`config.mk`:
```
export PLATFORM = sky130hd
export DESIGN_NAME = auto_message_sequencer
export DESIGN_NICKNAME = d
export VERILOG_FILES = /design/src/auto_msg_pkg.sv /design/src/code_matrix.sv /design/src/auto_message_sequencer.sv
export SDC_FILE = /design/constraint.sdc
export NUM_CORES = 1
export LEC_CHECK = 0
export BUFFER_PORTS_ARGS = -buffer_cell sky130_fd_sc_hd__buf_2
export CORE_ASPECT_RATIO = 0.6
export CORE_MARGIN = 2
export CORE_UTILIZATION = 55
export CTS_BUF_LIST = sky130_fd_sc_hd__clkbuf_8
export DETAILED_ROUTE_END_ITERATION = 7
export PLACE_DENSITY = 0.76
export RECOVER_POWER = 50
export SYNTH_ARGS = -nofsm -noshare
export SYNTH_HDL_FRONTEND = slang
export SYNTH_HIERARCHICAL = 1
export SYNTH_SLANG_ARGS = --single-unit
export TNS_END_PERCENT = 10
```
`constraint.sdc`:
```
create_clock -name clk -period 3.1 [get_ports clk]
set_input_delay 0.62 -clock clk [delete_from_list [all_inputs] [get_ports clk]]
set_output_delay 0.62 -clock clk [all_outputs]
set_load 0.05 [all_outputs]
```
`src/auto_msg_pkg.sv`:
```
`default_nettype none
package auto_msg_pkg;
  // ----------------------------------------------------------------------
  // matrix geometry
  // ----------------------------------------------------------------------
  localparam int CODE_W     = 7;
  localparam int ROWS       = 21;
  localparam int ROW_W      = 5;
  localparam int SHORT_LEN  = 3;
  localparam int IDENT_MAX  = 15;
  localparam int END_W      = 4;
  localparam logic [ROW_W-1:0] CALL_FIRST   = 5'h00;
  localparam logic [ROW_W-1:0] SECOND_FIRST = 5'h03;
  localparam logic [ROW_W-1:0] IDENT_FIRST  = 5'h06;
  localparam logic [ROW_W-1:0] SHORT_LAST   = 5'h02;
  localparam logic [CODE_W-1:0] CODE_RESET  = 7'h00;
  localparam logic [ROW_W-1:0]  ROW_RESET   = 5'h00;
  localparam logic [END_W-1:0]  END_RESET   = 4'h0;

  typedef enum logic [1:0] {KEY_CALL, KEY_SECOND, KEY_IDENT} key_t;
  typedef enum logic [1:0] {S_IDLE, S_SEND, S_WAIT} seq_state_t;

  typedef struct packed {
    logic              valid;
    logic [CODE_W-1:0] code;
  } char_t;

  typedef struct packed {
    seq_state_t        state;
    key_t              key;
    logic [ROW_W-1:0]  idx;
    char_t             out;
  } seq_t;
endpackage
`default_nettype wire

```
`src/code_matrix.sv`:
```
`default_nettype none
module code_matrix
  #(parameter logic [auto_msg_pkg::ROWS*auto_msg_pkg::CODE_W-1:0]
      CONTENTS = '0)
  (
  // row select and data
  input  wire logic [auto_msg_pkg::ROW_W-1:0]  rowSel,
  output logic      [auto_msg_pkg::CODE_W-1:0] codeBitLines
  );
  logic [auto_msg_pkg::CODE_W-1:0] rows [auto_msg_pkg::ROWS];
  genvar g;
  generate
    for (g = 0; g < auto_msg_pkg::ROWS; g++)
    begin : gRow
      // a fitted element is a one; an empty place reads zero
      assign rows[g] = CONTENTS[g*auto_msg_pkg::CODE_W +: auto_msg_pkg::CODE_W];
    end
  endgenerate
  always_comb
  begin
    codeBitLines = '0;
    if (rowSel < 5'(auto_msg_pkg::ROWS))
    begin
      codeBitLines = rows[rowSel];
    end
  end
endmodule
`default_nettype wire

```
`src/auto_message_sequencer.sv`:
```
`default_nettype none
module auto_message_sequencer
  #(parameter logic [auto_msg_pkg::ROWS*auto_msg_pkg::CODE_W-1:0]
      CONTENTS = '0)
  (
  // clock and reset
  input  wire logic                              clk,
  input  wire logic                              rst_n,
  // message keys from the keyboard pins
  input  wire logic                              callMessageKey,
  input  wire logic                              secondMessageKey,
  input  wire logic                              identifierMessageKey,
  // strap: identifier end position, 1..15 (0 acts as 1)
  input  wire logic [auto_msg_pkg::END_W-1:0]    identEndStrap,
  // character to the code converter
  output logic                                   charValid,
  output logic      [auto_msg_pkg::CODE_W-1:0]   charCode,
  input  wire logic                              charReady,
  output logic                                   busy
  );
  // --------------------------------------------------------------------
  // pin synchronisers and strap capture
  // --------------------------------------------------------------------
  logic [2:0] keyMeta_q;
  logic [2:0] keySync_q;
  logic [auto_msg_pkg::END_W-1:0] strapMeta_q;
  logic [auto_msg_pkg::END_W-1:0] strapSync_q;
  always_ff @(posedge clk)
  begin
    if (!rst_n)
    begin
      keyMeta_q   <= 3'h0;
      keySync_q   <= 3'h0;
      strapMeta_q <= auto_msg_pkg::END_RESET;
      strapSync_q <= auto_msg_pkg::END_RESET;
    end
    else
    begin
      keyMeta_q   <= {identifierMessageKey, secondMessageKey, callMessageKey};
      keySync_q   <= keyMeta_q;
      strapMeta_q <= identEndStrap;
      strapSync_q <= strapMeta_q;
    end
  end

  // --------------------------------------------------------------------
  // sequencer
  // --------------------------------------------------------------------
  auto_msg_pkg::seq_t s_q;
  auto_msg_pkg::seq_t s_d;
  logic [auto_msg_pkg::ROW_W-1:0]  rowSel;
  logic [auto_msg_pkg::CODE_W-1:0] rowCode;
  logic [auto_msg_pkg::ROW_W-1:0]  lastIdx;
  logic                            keyHeld;
  logic                            anyKey;

  code_matrix #(.CONTENTS(CONTENTS)) uMatrix
  (
    .rowSel       (rowSel),
    .codeBitLines (rowCode)
  );

  assign anyKey = |keySync_q;
  // strap value n ends the identifier after n programmed rows; 0 ends it after one row
  always_comb
  begin
    lastIdx = auto_msg_pkg::SHORT_LAST;
    keyHeld = 1'b0;
    unique case (s_q.key)
      auto_msg_pkg::KEY_CALL:   keyHeld = keySync_q[0];
      auto_msg_pkg::KEY_SECOND: keyHeld = keySync_q[1];
      default:
      begin
        keyHeld = keySync_q[2];
        lastIdx = 5'(strapSync_q) - 5'h01;
        if (strapSync_q == 4'h0)
        begin
          lastIdx = 5'h00;
        end
      end
    endcase
    unique case (s_q.key)
      auto_msg_pkg::KEY_CALL:   rowSel = auto_msg_pkg::CALL_FIRST + s_q.idx;
      auto_msg_pkg::KEY_SECOND: rowSel = auto_msg_pkg::SECOND_FIRST + s_q.idx;
      default:                  rowSel = auto_msg_pkg::IDENT_FIRST + s_q.idx;
    endcase
  end

  always_comb
  begin
    s_d = s_q;
    unique case (s_q.state)
      auto_msg_pkg::S_IDLE:
      begin
        if (anyKey)
        begin
          // lowest key wins if several are pressed together
          s_d.key   = keySync_q[0] ? auto_msg_pkg::KEY_CALL
                    : keySync_q[1] ? auto_msg_pkg::KEY_SECOND
                    : auto_msg_pkg::KEY_IDENT;
          s_d.idx   = auto_msg_pkg::ROW_RESET;
          s_d.state = auto_msg_pkg::S_SEND;
        end
      end
      auto_msg_pkg::S_SEND:
      begin
        s_d.out.valid = 1'b1;
        // code goes on unchanged; the converter applies the mode
        s_d.out.code  = rowCode;
        s_d.state     = auto_msg_pkg::S_WAIT;
      end
      auto_msg_pkg::S_WAIT:
      begin
        if (charReady)
        begin
          s_d.out.valid = 1'b0;
          s_d.state     = auto_msg_pkg::S_SEND;
          if (s_q.idx >= lastIdx)
          begin
            s_d.idx = auto_msg_pkg::ROW_RESET;
            if (!keyHeld)
            begin
              s_d.state = auto_msg_pkg::S_IDLE;
            end
          end
          else
          begin
            s_d.idx = s_q.idx + 5'h01;
          end
        end
      end
      default: s_d.state = auto_msg_pkg::S_IDLE;
    endcase
  end

  always_ff @(posedge clk)
  begin
    if (!rst_n)
    begin
      s_q.state     <= auto_msg_pkg::S_IDLE;
      s_q.key       <= auto_msg_pkg::KEY_CALL;
      s_q.idx       <= auto_msg_pkg::ROW_RESET;
      s_q.out.valid <= 1'b0;
      s_q.out.code  <= auto_msg_pkg::CODE_RESET;
    end
    else
    begin
      s_q <= s_d;
    end
  end

  assign charValid = s_q.out.valid;
  assign charCode  = s_q.out.code;
  assign busy      = s_q.state != auto_msg_pkg::S_IDLE;

  // --------------------------------------------------------------------
  // checks
  // --------------------------------------------------------------------
  a_valid_holds: assert property (@(posedge clk) disable iff (!rst_n)
    charValid && !charReady |=> charValid && $stable(charCode))
    else $error("character dropped before taken");
  a_press_starts: assert property (@(posedge clk) disable iff (!rst_n)
    !busy && anyKey |=> ##1 charValid)
    else $error("key press did not start a sequence");
  a_short_wraps: assert property (@(posedge clk) disable iff (!rst_n)
    s_q.key != auto_msg_pkg::KEY_IDENT |-> s_q.idx <= 5'h02)
    else $error("short message exceeded three characters");
  a_ident_bound: assert property (@(posedge clk) disable iff (!rst_n)
    s_q.idx < 5'h0f)
    else $error("identifier index beyond fifteen");
  a_repeat_first: assert property (@(posedge clk) disable iff (!rst_n)
    s_q.state == auto_msg_pkg::S_WAIT && charReady && s_q.idx >= lastIdx
    && keyHeld |=> s_q.idx == 5'h00 && busy)
    else $error("held key did not restart sequence");
  a_code_pass: assert property (@(posedge clk) disable iff (!rst_n)
    s_q.state == auto_msg_pkg::S_SEND |=> charCode == $past(rowCode))
    else $error("code altered on the way out");
  a_rows_group: assert property (@(posedge clk) disable iff (!rst_n)
    busy && s_q.key == auto_msg_pkg::KEY_SECOND |-> rowSel inside {[3:5]})
    else $error("second key reading wrong rows");
  a_end_stops: assert property (@(posedge clk) disable iff (!rst_n)
    s_q.state == auto_msg_pkg::S_WAIT && charReady && s_q.idx >= lastIdx
    && !keyHeld |=> !busy && !charValid)
    else $error("sequence ran past its end");
endmodule
`default_nettype wire

```
-- After elaboration in Yosys (flattened, before gate mapping)
Memory sizes are Yosys's and may differ from the RTL's.
Index checks and enable logic that the tools add are counted.
- bitwise logic cells: 1
- eq/ne operators: 5
- reduce and logical (&&, ||, !) cells: 12
- $lt $le $gt $ge: 3
- add/sub/neg operators: 4
- mux-type cells: 18
- operators with widths (cell ; count):
    2-to-1 mux 7 bit ; 3
    case mux 5 bit (2 select lines) ; 2
    2-to-1 mux 5 bit ; 3
    2-to-1 mux 9 bit ; 1
    greater-or-equal comparator 6 bit (second input constant) ; 1
    2-to-1 mux 2 bit ; 3
    2-to-1 mux 6 bit ; 1
    inverter 5 -> 6 bit ; 1
    case mux 2 bit (3 select lines) ; 1
    AND reduction 2 bit ; 3
    nonzero test 2 bit ; 3
    adder 2 x 5 -> 5 bit (first input constant) ; 1
    adder 3 x 5 -> 5 bit (first input constant) ; 1
    adder 5 x 1 -> 5 bit (second input constant) ; 1
    greater-or-equal comparator 5 bit ; 1
    less-than comparator 5 bit (second input constant) ; 1
    subtractor 4 x 1 -> 5 bit (second input constant) ; 1
    == test 2 x 1 -> 1 bit (second input constant) ; 2
    logical NOT 2 bit ; 2
    logical NOT 4 bit ; 1
    != test 2 bit (second input constant) ; 2
    case mux 1 bit (2 select lines) ; 2
    AND reduction 3 bit ; 1
    OR reduction 3 bit ; 1
    other kinds (3) ; 4
- memory bits (read-only): 224
- output and inout port bits: 9
- logic and storage cells: 53
- register bits: 31
- input bits: 10
- memories: 1
- memory list (name ; words ; bits a word ; read ports ; clocked after memory_dff ; wr ports ; line ; source):
    (name not given) ; 32 ; 7 ; 1 ; 0 ; 0 ; code_matrix.sv:24 ; codeBitLines = rows[rowSel];

-- Depth between registers and ports, before layout
Gate-level depths: netlist of run 1.
- word-level depth: 7
- mapped depth: 8
- gate-level depth less buffers: 8

-- Hierarchy
The synthesis of run 1 kept the hierarchy.
- modules (own cells, without submodules) (module ; sequential area each (µm²) ; instances ; cells an instance ; area an instance (µm²)):
    auto_message_sequencer ; 620.6 ; 1 ; 161 ; 1501.4
    code_matrix ; 0.0 ; 1 ; 8 ; 56.3

-- Worst setup path before layout of run 1
Ideal clock, no wire load.
- path type: register -> register
- start point: register strapSync_q[2] in the netlist's numbering
- end point: register s_q[10] in the netlist's numbering
- setup slack: 1.392 ns
- clock period less this slack: 1.708 ns
- arrival time: 1.623 ns
- library setup time: 0.086 ns
- buffers on the path: 0
- stages on the path, launching flop included: 8
- required time: 3.014 ns
- path through: dfxtp_1 nor4b_1 o21ai_0 ha_1 a21o_1 a31oi_1 o21ai_1 a211oi_1
- word-level cells in the longest chain between the ends: 7
- elaborated cells on any way between the ends: 8
- those cells by class: add/sub: 1; order compare: 1; mux: 5; reduce/logical: 1
- RTL lines (what ; line ; source):
    from (decl) ; auto_message_sequencer.sv:27 ; logic [auto_msg_pkg::END_W-1:0] strapSync_q;
    from (signal assigned) ; auto_message_sequencer.sv:35 ; strapSync_q <= auto_msg_pkg::END_RESET;
    from (signal assigned) ; auto_message_sequencer.sv:42 ; strapSync_q <= strapMeta_q;
    subtractor 4 x 1 -> 5 bit or logical NOT 4 bit (tied branches) ; auto_message_sequencer.sv:75, auto_message_sequencer.sv:76 ;
    2-to-1 mux 5 bit * ; auto_message_sequencer.sv:76 ; if (strapSync_q == 4'h0)
    2-to-1 mux 5 bit * ; auto_message_sequencer.sv:69 ; unique case (s_q.key)
    greater-or-equal comparator 5 bit * ; auto_message_sequencer.sv:118 ; if (s_q.idx >= lastIdx)
    2-to-1 mux 5 bit * ; auto_message_sequencer.sv:118 ;
    2-to-1 mux 6 bit * ; auto_message_sequencer.sv:114 ; if (charReady)
    case mux 5 bit (2 select lines) * ; auto_message_sequencer.sv:92 ; unique case (s_q.state)
    to (decl) ; auto_message_sequencer.sv:49 ; auto_msg_pkg::seq_t s_q;
Mark *: on every way between the ends. The rest lies on a longest branch, timed or not. The select of a mux whose other input is x is not followed.
A chain may end at the register's enable or synchronous reset.

-- Worst setup path after layout of run 1
- start point: register s_q[15] in the netlist's numbering
- end point: output busy
- word-level cells in the longest chain between the ends: 1
- RTL lines (what ; line ; source):
    nonzero test 2 bit ; auto_message_sequencer.sv:154 ; assign busy = s_q.state != auto_msg_pkg::S_IDLE;
    to (decl) ; auto_message_sequencer.sv:19 ; output logic busy
No other way between the ends.

==> results of run 1 <==
[layer usage]
metal | vias to the layer above | track usage (%) | share of wire [%]
met2 | 20 | 27.8 | 44
met4 | 0 | 10.4 | 2.0
met3 | 5 | 6.51 | 5.4
met1 | 466 | 19.7 | 48
li1 | 510 | - | -
met5 | - | 0 | 0
[flip-flops by register name, indices dropped and copies added (netlist names)]
register     cells
strapMeta_q      4
strapSync_q      4
keySync_q        3
charValid        1
keyMeta_q        3
charCode         7
s_q              9
[area by class of cell]
| type | count | area, um^2 | area share, % |
|---|---|---|---|
| Multi-Input combinational cell | 101 | 686 | 44.3 |
| Sequential cell | 31 | 621 | 40.1 |
| Timing Repair Buffer | 18 | 88.8 | 5.74 |
| Clock buffer | 6 | 82.6 | 5.33 |
| Tap cell | 32 | 40.0 | 2.58 |
| Inverter | 7 | 26.3 | 1.70 |
| Clock inverter | 1 | 5.00 | 0.323 |
[stage by stage]
stage	total power, uW	instance area [um^2]	utilization, %	setup WS [ps]	hold slack, ps
after detailed placement	663	1460	58.8	1190	421
final	969	1550	62.3	1100	432
after floorplan	641	1460	-	1390	412
after global routing	1010	1550	62.3	997	441
after global placement	654	1460	58.8	1270	416
after CTS	976	1550	62.3	1110	435
[final timing paths]
| kind | start | end | slack, ps | cells past startpoint |
|---|---|---|---|---|
| setup / recovery | s_q[15] | busy | 1100 | 3 |
| hold / removal | strapMeta_q[3] | strapSync_q[3] | 430 | 1 |
| setup reg to reg | strapSync_q[2] | s_q[11] | 1180 | 7 |
| hold reg to reg | strapMeta_q[3] | strapSync_q[3] | 430 | 1 |
[critical path: cells and delay by family (launching register included)]
family,cells,cell delay (ps)
AND/OR/NAND/NOR,1,170
buffers and inverters,2,330
flip-flops,1,590
[power groups by stage]
| stage | logic, uW | registers [uW] | clock network [uW] |
|---|---|---|---|
| floorplan | 178 | 463 | 0 |
| CTS | 196 | 460 | 320 |
| detailed placement | 195 | 468 | 0 |
| global placement | 189 | 465 | 0 |
| global route | 213 | 465 | 335 |
| finish | 195 | 460 | 314 |
==> flow_metrics.py, run 1 <==
metrics = {
    "drt": {
        "wire_per_inst_um": 12.1,
        "post-route-drc-count": 0,
        "first_pass_iters": 4,
        "ant_nets": 0,
        "via_count": 1001,
        "routed_via_density": 5.11,
        "drt_iter0_drc": 44,
        "drt-total-wl_mm": 2.37,
    },
    "timing": {
        "final_hold_viol_count": 0,
        "max_clock_freq_ghz": 0.499,
        "layout_min_cycle_time_ps": 2000,
        "setup-tns-final_ps": 0,
        "setup_viol": 0,
        "fin_crit_sh_pct": 64.6,
        "rsz0062_at_grt": "false",
        "worst_pin_slew_ps": 728,
        "fin_skew_ps": 3.75,
        "slew_violations": 0,
        "max-slew-margin-rel_pct": 51.1,
    },
    "critical_path": {
        "worstPathRequired_ps": 2480,
        "cp_cell_sequence": "nor2_1, inv_1, buf_2",
        "start_kind": "flip-flop",
        "crit_type": "flip-flop to output pin",
        "crit_path_end_kind": "output pin",
        "arrival_ps": 1380,
        "cpMaxStageDelayCell": "dfxtp_1",
        "max_stage_delay_ps": 590,
        "cp_max_fo": 11,
    },
    "pwr": {
        "ir_worst_vdd_mv": 0.358,
        "p_per_area_nw_per_um2": 626,
        "clkPwrFrac_pct": 32.4,
        "p_switching_uw": 299,
        "comb_power_share_pct": 20.2,
        "sw_frac_of_total_pct": 30.8,
        "p_leak_uw": 0.000660,
        "seqPwrFrac_pct": 47.5,
        "p_int_uw": 670,
    },
    "cts": {
        "cts_resized": 0,
        "clock_sinks": 31,
        "clock_latency_ps": 280,
        "hold_buffers": 0,
        "path_clk_slew_ps": 60,
        "cts_buffers": 5,
        "cts-htree-levels": 2,
        "clockRootBuffer": "clkbuf_8",
        "cts_tree": "yes",
        "clockBufferDepth": 2,
        "cts_setup_buffers": 0,
    },
    "placement": {
        "dp.cells": 189,
        "dp_hpwl_mm": 1.74,
        "gp_congestion": 0.789,
        "port_buffers": 18,
    },
    "layout": {
        "diodes": 0,
        "final_cell_mix": "31 x dfxtp_1, 17 x buf_2, 16 x nor2_1, 9 x mux2i_1, 9 x and2_1",
        "layout.nets": 182,
        "drive_above_1_share_pct": 17.7,
        "instances_no_fill": 196,
        "layout_commonest_cell": "dfxtp_1",
        "nFillCells": 219,
        "syn_to_final_growth_pct": 8.12,
    },
    "status": {
        "status": "completed",
    },
    "yosys": {
        "yosys_warnings": 6,
        "netlist_instances": 151,
        "syn_area_um2": 1430,
        "avgSynthCellArea_um2": 9.49,
    },
    "grt": {
        "grt_pass1_vias": 917,
        "grt_first_pass_wirelength_mm": 3.87,
        "grt_max_degree": 19,
        "gr-total-overflow": 0,
        "gr-usage-all-layers_pct": 17.1,
        "antenna_found_initial": 0,
    },
    "worst_hold_path": {
        "hold_class": "flip-flop to flip-flop",
    },
    "floorplan": {
        "die_area_um2": 3040,
        "ioPinCount": 19,
        "core-area_um2": 2490,
        "die_w_um": 69.9,
        "start_util_pct": 57.6,
        "die_h_um": 43.5,
        "fp-row-count": 14,
    },
    "job": {
        "drv_cap": 0,
    },
}
Note: power is estimated with default switching activity, not from simulation.
==> run 2, diff against run 1 <==
--- a/config.mk
+++ b/config.mk
@@ -5,13 +5,14 @@
 export SDC_FILE = /design/constraint.sdc
 export NUM_CORES = 1
 export LEC_CHECK = 0
+export ABC_AREA = 1
 export BUFFER_PORTS_ARGS = -buffer_cell sky130_fd_sc_hd__buf_2
 export CORE_ASPECT_RATIO = 0.6
 export CORE_MARGIN = 2
-export CORE_UTILIZATION = 55
+export CORE_UTILIZATION = 54
 export CTS_BUF_LIST = sky130_fd_sc_hd__clkbuf_8
 export DETAILED_ROUTE_END_ITERATION = 7
-export PLACE_DENSITY = 0.76
+export PLACE_DENSITY = 0.78
 export RECOVER_POWER = 50
 export SYNTH_ARGS = -nofsm -noshare
 export SYNTH_HDL_FRONTEND = slang
==> constraint.sdc (replaced) <==
create_clock -name clk -period 1.8 [get_ports clk]
set_input_delay 0.36 -clock clk [delete_from_list [all_inputs] [get_ports clk]]
set_output_delay 0.36 -clock clk [all_outputs]
set_load 0.05 [all_outputs]
==> flow_metrics.py, run 2 <==
metrics = {
    "grt": {
        "grt_max_degree": 26,
        "gr-usage-all-layers_pct": 16.6,
        "grt_pass1_vias": 952,
        "grt_first_pass_wirelength_mm": 3.91,
        "antenna_found_initial": 0,
        "gr-total-overflow": 0,
    },
    "drt": {
        "ant_nets": 0,
        "wire_per_inst_um": 9.07,
        "drt-total-wl_mm": 2.36,
        "drt_iter0_drc": 42,
        "first_pass_iters": 4,
        "via_count": 1134,
        "routed_via_density": 4.36,
        "post-route-drc-count": 0,
    },
    "cts": {
        "cts_tree": "yes",
        "clockBufferDepth": 2,
        "clock_sinks": 31,
        "path_clk_slew_ps": 60,
        "clockRootBuffer": "clkbuf_8",
        "cts_buffers": 5,
        "hold_buffers": 0,
        "cts-htree-levels": 2,
        "clock_latency_ps": 290,
    },
    "floorplan": {
        "die_area_um2": 3210,
        "die_w_um": 71.8,
        "ioPinCount": 19,
        "die_h_um": 44.7,
        "start_util_pct": 58.3,
        "core-area_um2": 2560,
        "fp-row-count": 14,
    },
    "layout": {
        "largest_reg_flops": 9,
        "drive_above_1_share_pct": 15.8,
        "layout.nets": 245,
        "syn_to_final_growth_pct": 11.8,
        "final_cell_mix": "51 x nand2_1, 36 x inv_1, 29 x nor2_1, 29 x dfxtp_1, 14 x buf_2",
        "multi_input_area_um2": 662,
        "nFillCells": 237,
        "layout_commonest_cell": "nand2_1",
        "regMostFlops": "s_q",
        "seqCellArea_um2": 623,
        "diodes": 0,
    },
    "critical_path": {
        "cpMaxStageDelayCell": "dfxtp_2",
        "cp.buffers_inverters": 3,
        "start_kind": "flip-flop",
        "worstPathRequired_ps": 1970,
        "max_stage_delay_ps": 340,
        "r2r_cells": 14,
        "arrival_ps": 1840,
        "cp-endpoint": "s_q[8]",
        "reg2reg_slack_ps": 140,
        "cp_cell_sequence": "nor2_4, inv_2, nor2_1, inv_1, nand2_1, nand3_2, ha_4, nand2_1, inv_1, nand3_1, nand3_1, nand2_1, nand2_2, nor2_1",
        "crit_top_cell": "nand2_1",
        "path_delay_family": "simple AND/OR/NAND/NOR gates",
        "cp_max_fo": 5,
        "startpoint": "strapSync_q[1]",
        "crit_path_end_kind": "flip-flop",
        "timing.rr.start": "strapSync_q[1]",
        "r2r-end": "s_q[8]",
        "crit_type": "flip-flop to flip-flop",
        "path_depth": 14,
    },
    "timing": {
        "rsz0062_at_grt": "false",
        "setup_viol": 0,
        "max_clock_freq_ghz": 0.602,
        "hold_ws_ps": 252,
        "layout_min_cycle_time_ps": 1660,
        "final_hold_viol_count": 0,
        "setup-tns-final_ps": 0,
        "slew_violations": 0,
        "fin_crit_sh_pct": 92.2,
        "worst_pin_slew_ps": 608,
        "max-slew-margin-rel_pct": 59.6,
        "fin_skew_ps": 9.94,
    },
    "pwr": {
        "p_leak_uw": 0.000925,
        "ir_worst_vdd_mv": 0.551,
        "p_per_area_nw_per_um2": 932,
    },
    "yosys": {
        "netlist_instances": 211,
        "syn_area_um2": 1490,
        "yosys_warnings": 6,
        "avgSynthCellArea_um2": 7.07,
    },
    "placement": {
        "port_buffers": 18,
        "dp_hpwl_mm": 1.71,
        "gp_congestion": 0.819,
    },
    "worst_hold_path": {
        "hold_class": "input port to flip-flop",
    },
    "status": {
        "status": "completed",
    },
    "job": {
        "drv_cap": 0,
    },
}
==> run 2: cell count changes in the layout (fill, tap and decap cells not counted), moves of 5 or more <==
| cell | previous run | this run |
|---|---|---|
| and2_0 | 5 | 0 |
| a211oi_1 | 6 | 0 |
| and2_1 | 9 | 0 |
| nor2_1 | 16 | 29 |
| nand2_1 | 5 | 51 |
| nand3_1 | 1 | 11 |
| mux2i_1 | 9 | 0 |
| inv_1 | 7 | 36 |
==> run 2: what timing repair did <==
item / in CTS / in global routing
setup endpoints to repair: 0 / 5
setup buffers: 0 / 1
hold endpoints to repair: 0 / 0
resized for setup: 0 / 9
==> run 2: power breakdown <==
group	total (uW)	switching, uW	internal [uW]
Clock	603	256	347
Sequential	745	23.5	722
Combinational	205	146	59.4
==> run 2: how the worst min path moves through the flow <==
stage               depth (start not counted)  slack [ps]                  from        endpoint
global route                                3         250      identEndStrap[0]  strapMeta_q[0]
floorplan                                   2         390          keyMeta_q[0]    keySync_q[0]
detailed placement                          2         400        strapMeta_q[3]  strapSync_q[3]
finish                                      3         250      identEndStrap[0]  strapMeta_q[0]
CTS                                         3         250  identifierMessageKey    keyMeta_q[2]
global placement                            2         390        strapMeta_q[2]  strapSync_q[2]
==> run 2: worst register-to-register path, stage by stage, from the launching register on <==
cell	delay [ps]
dfxtp_2	340
nor2_4	120
inv_2	50
nor2_1	80
inv_1	60
nand2_1	70
nand3_2	90
ha_4	280
nand2_1	40
inv_1	40
nand3_1	80
nand3_1	90
nand2_1	60
nand2_2	110
nor2_1	50
==> run 2: area by class of cell <==
cell class                 instances  share of cell area, %
timing repair buffer              19                   5.55
tap                               32                   2.40
multi-input combinational        131                   39.7
clock inverter                     1                  0.450
sequential                        31                   37.4
inverter                          39                   8.78
clock buffer                       7                   5.78
==> run 2: per-stage QoR <==
step / setup WS (ps) / total power [uW] / instances / utilization, % / area [um^2]
finish: 140 / 1550 / 260 / 65.2 / 1670
global route: 17.4 / 1640 / 260 / 65.2 / 1670
CTS: 38.9 / 1570 / 259 / 63.9 / 1640
detailed placement: 56.1 / 959 / 251 / 59.9 / 1530
global placement: 153 / 954 / 251 / 59.9 / 1530
floorplan: 246 / 934 / 217 / - / 1510
==> run 2: routing by layer <==
layer,routed length [um],track usage [%]
met4,39,6.79
met5,0,0
met1,1250,20.4
met2,933,25.9
met3,136,7.37
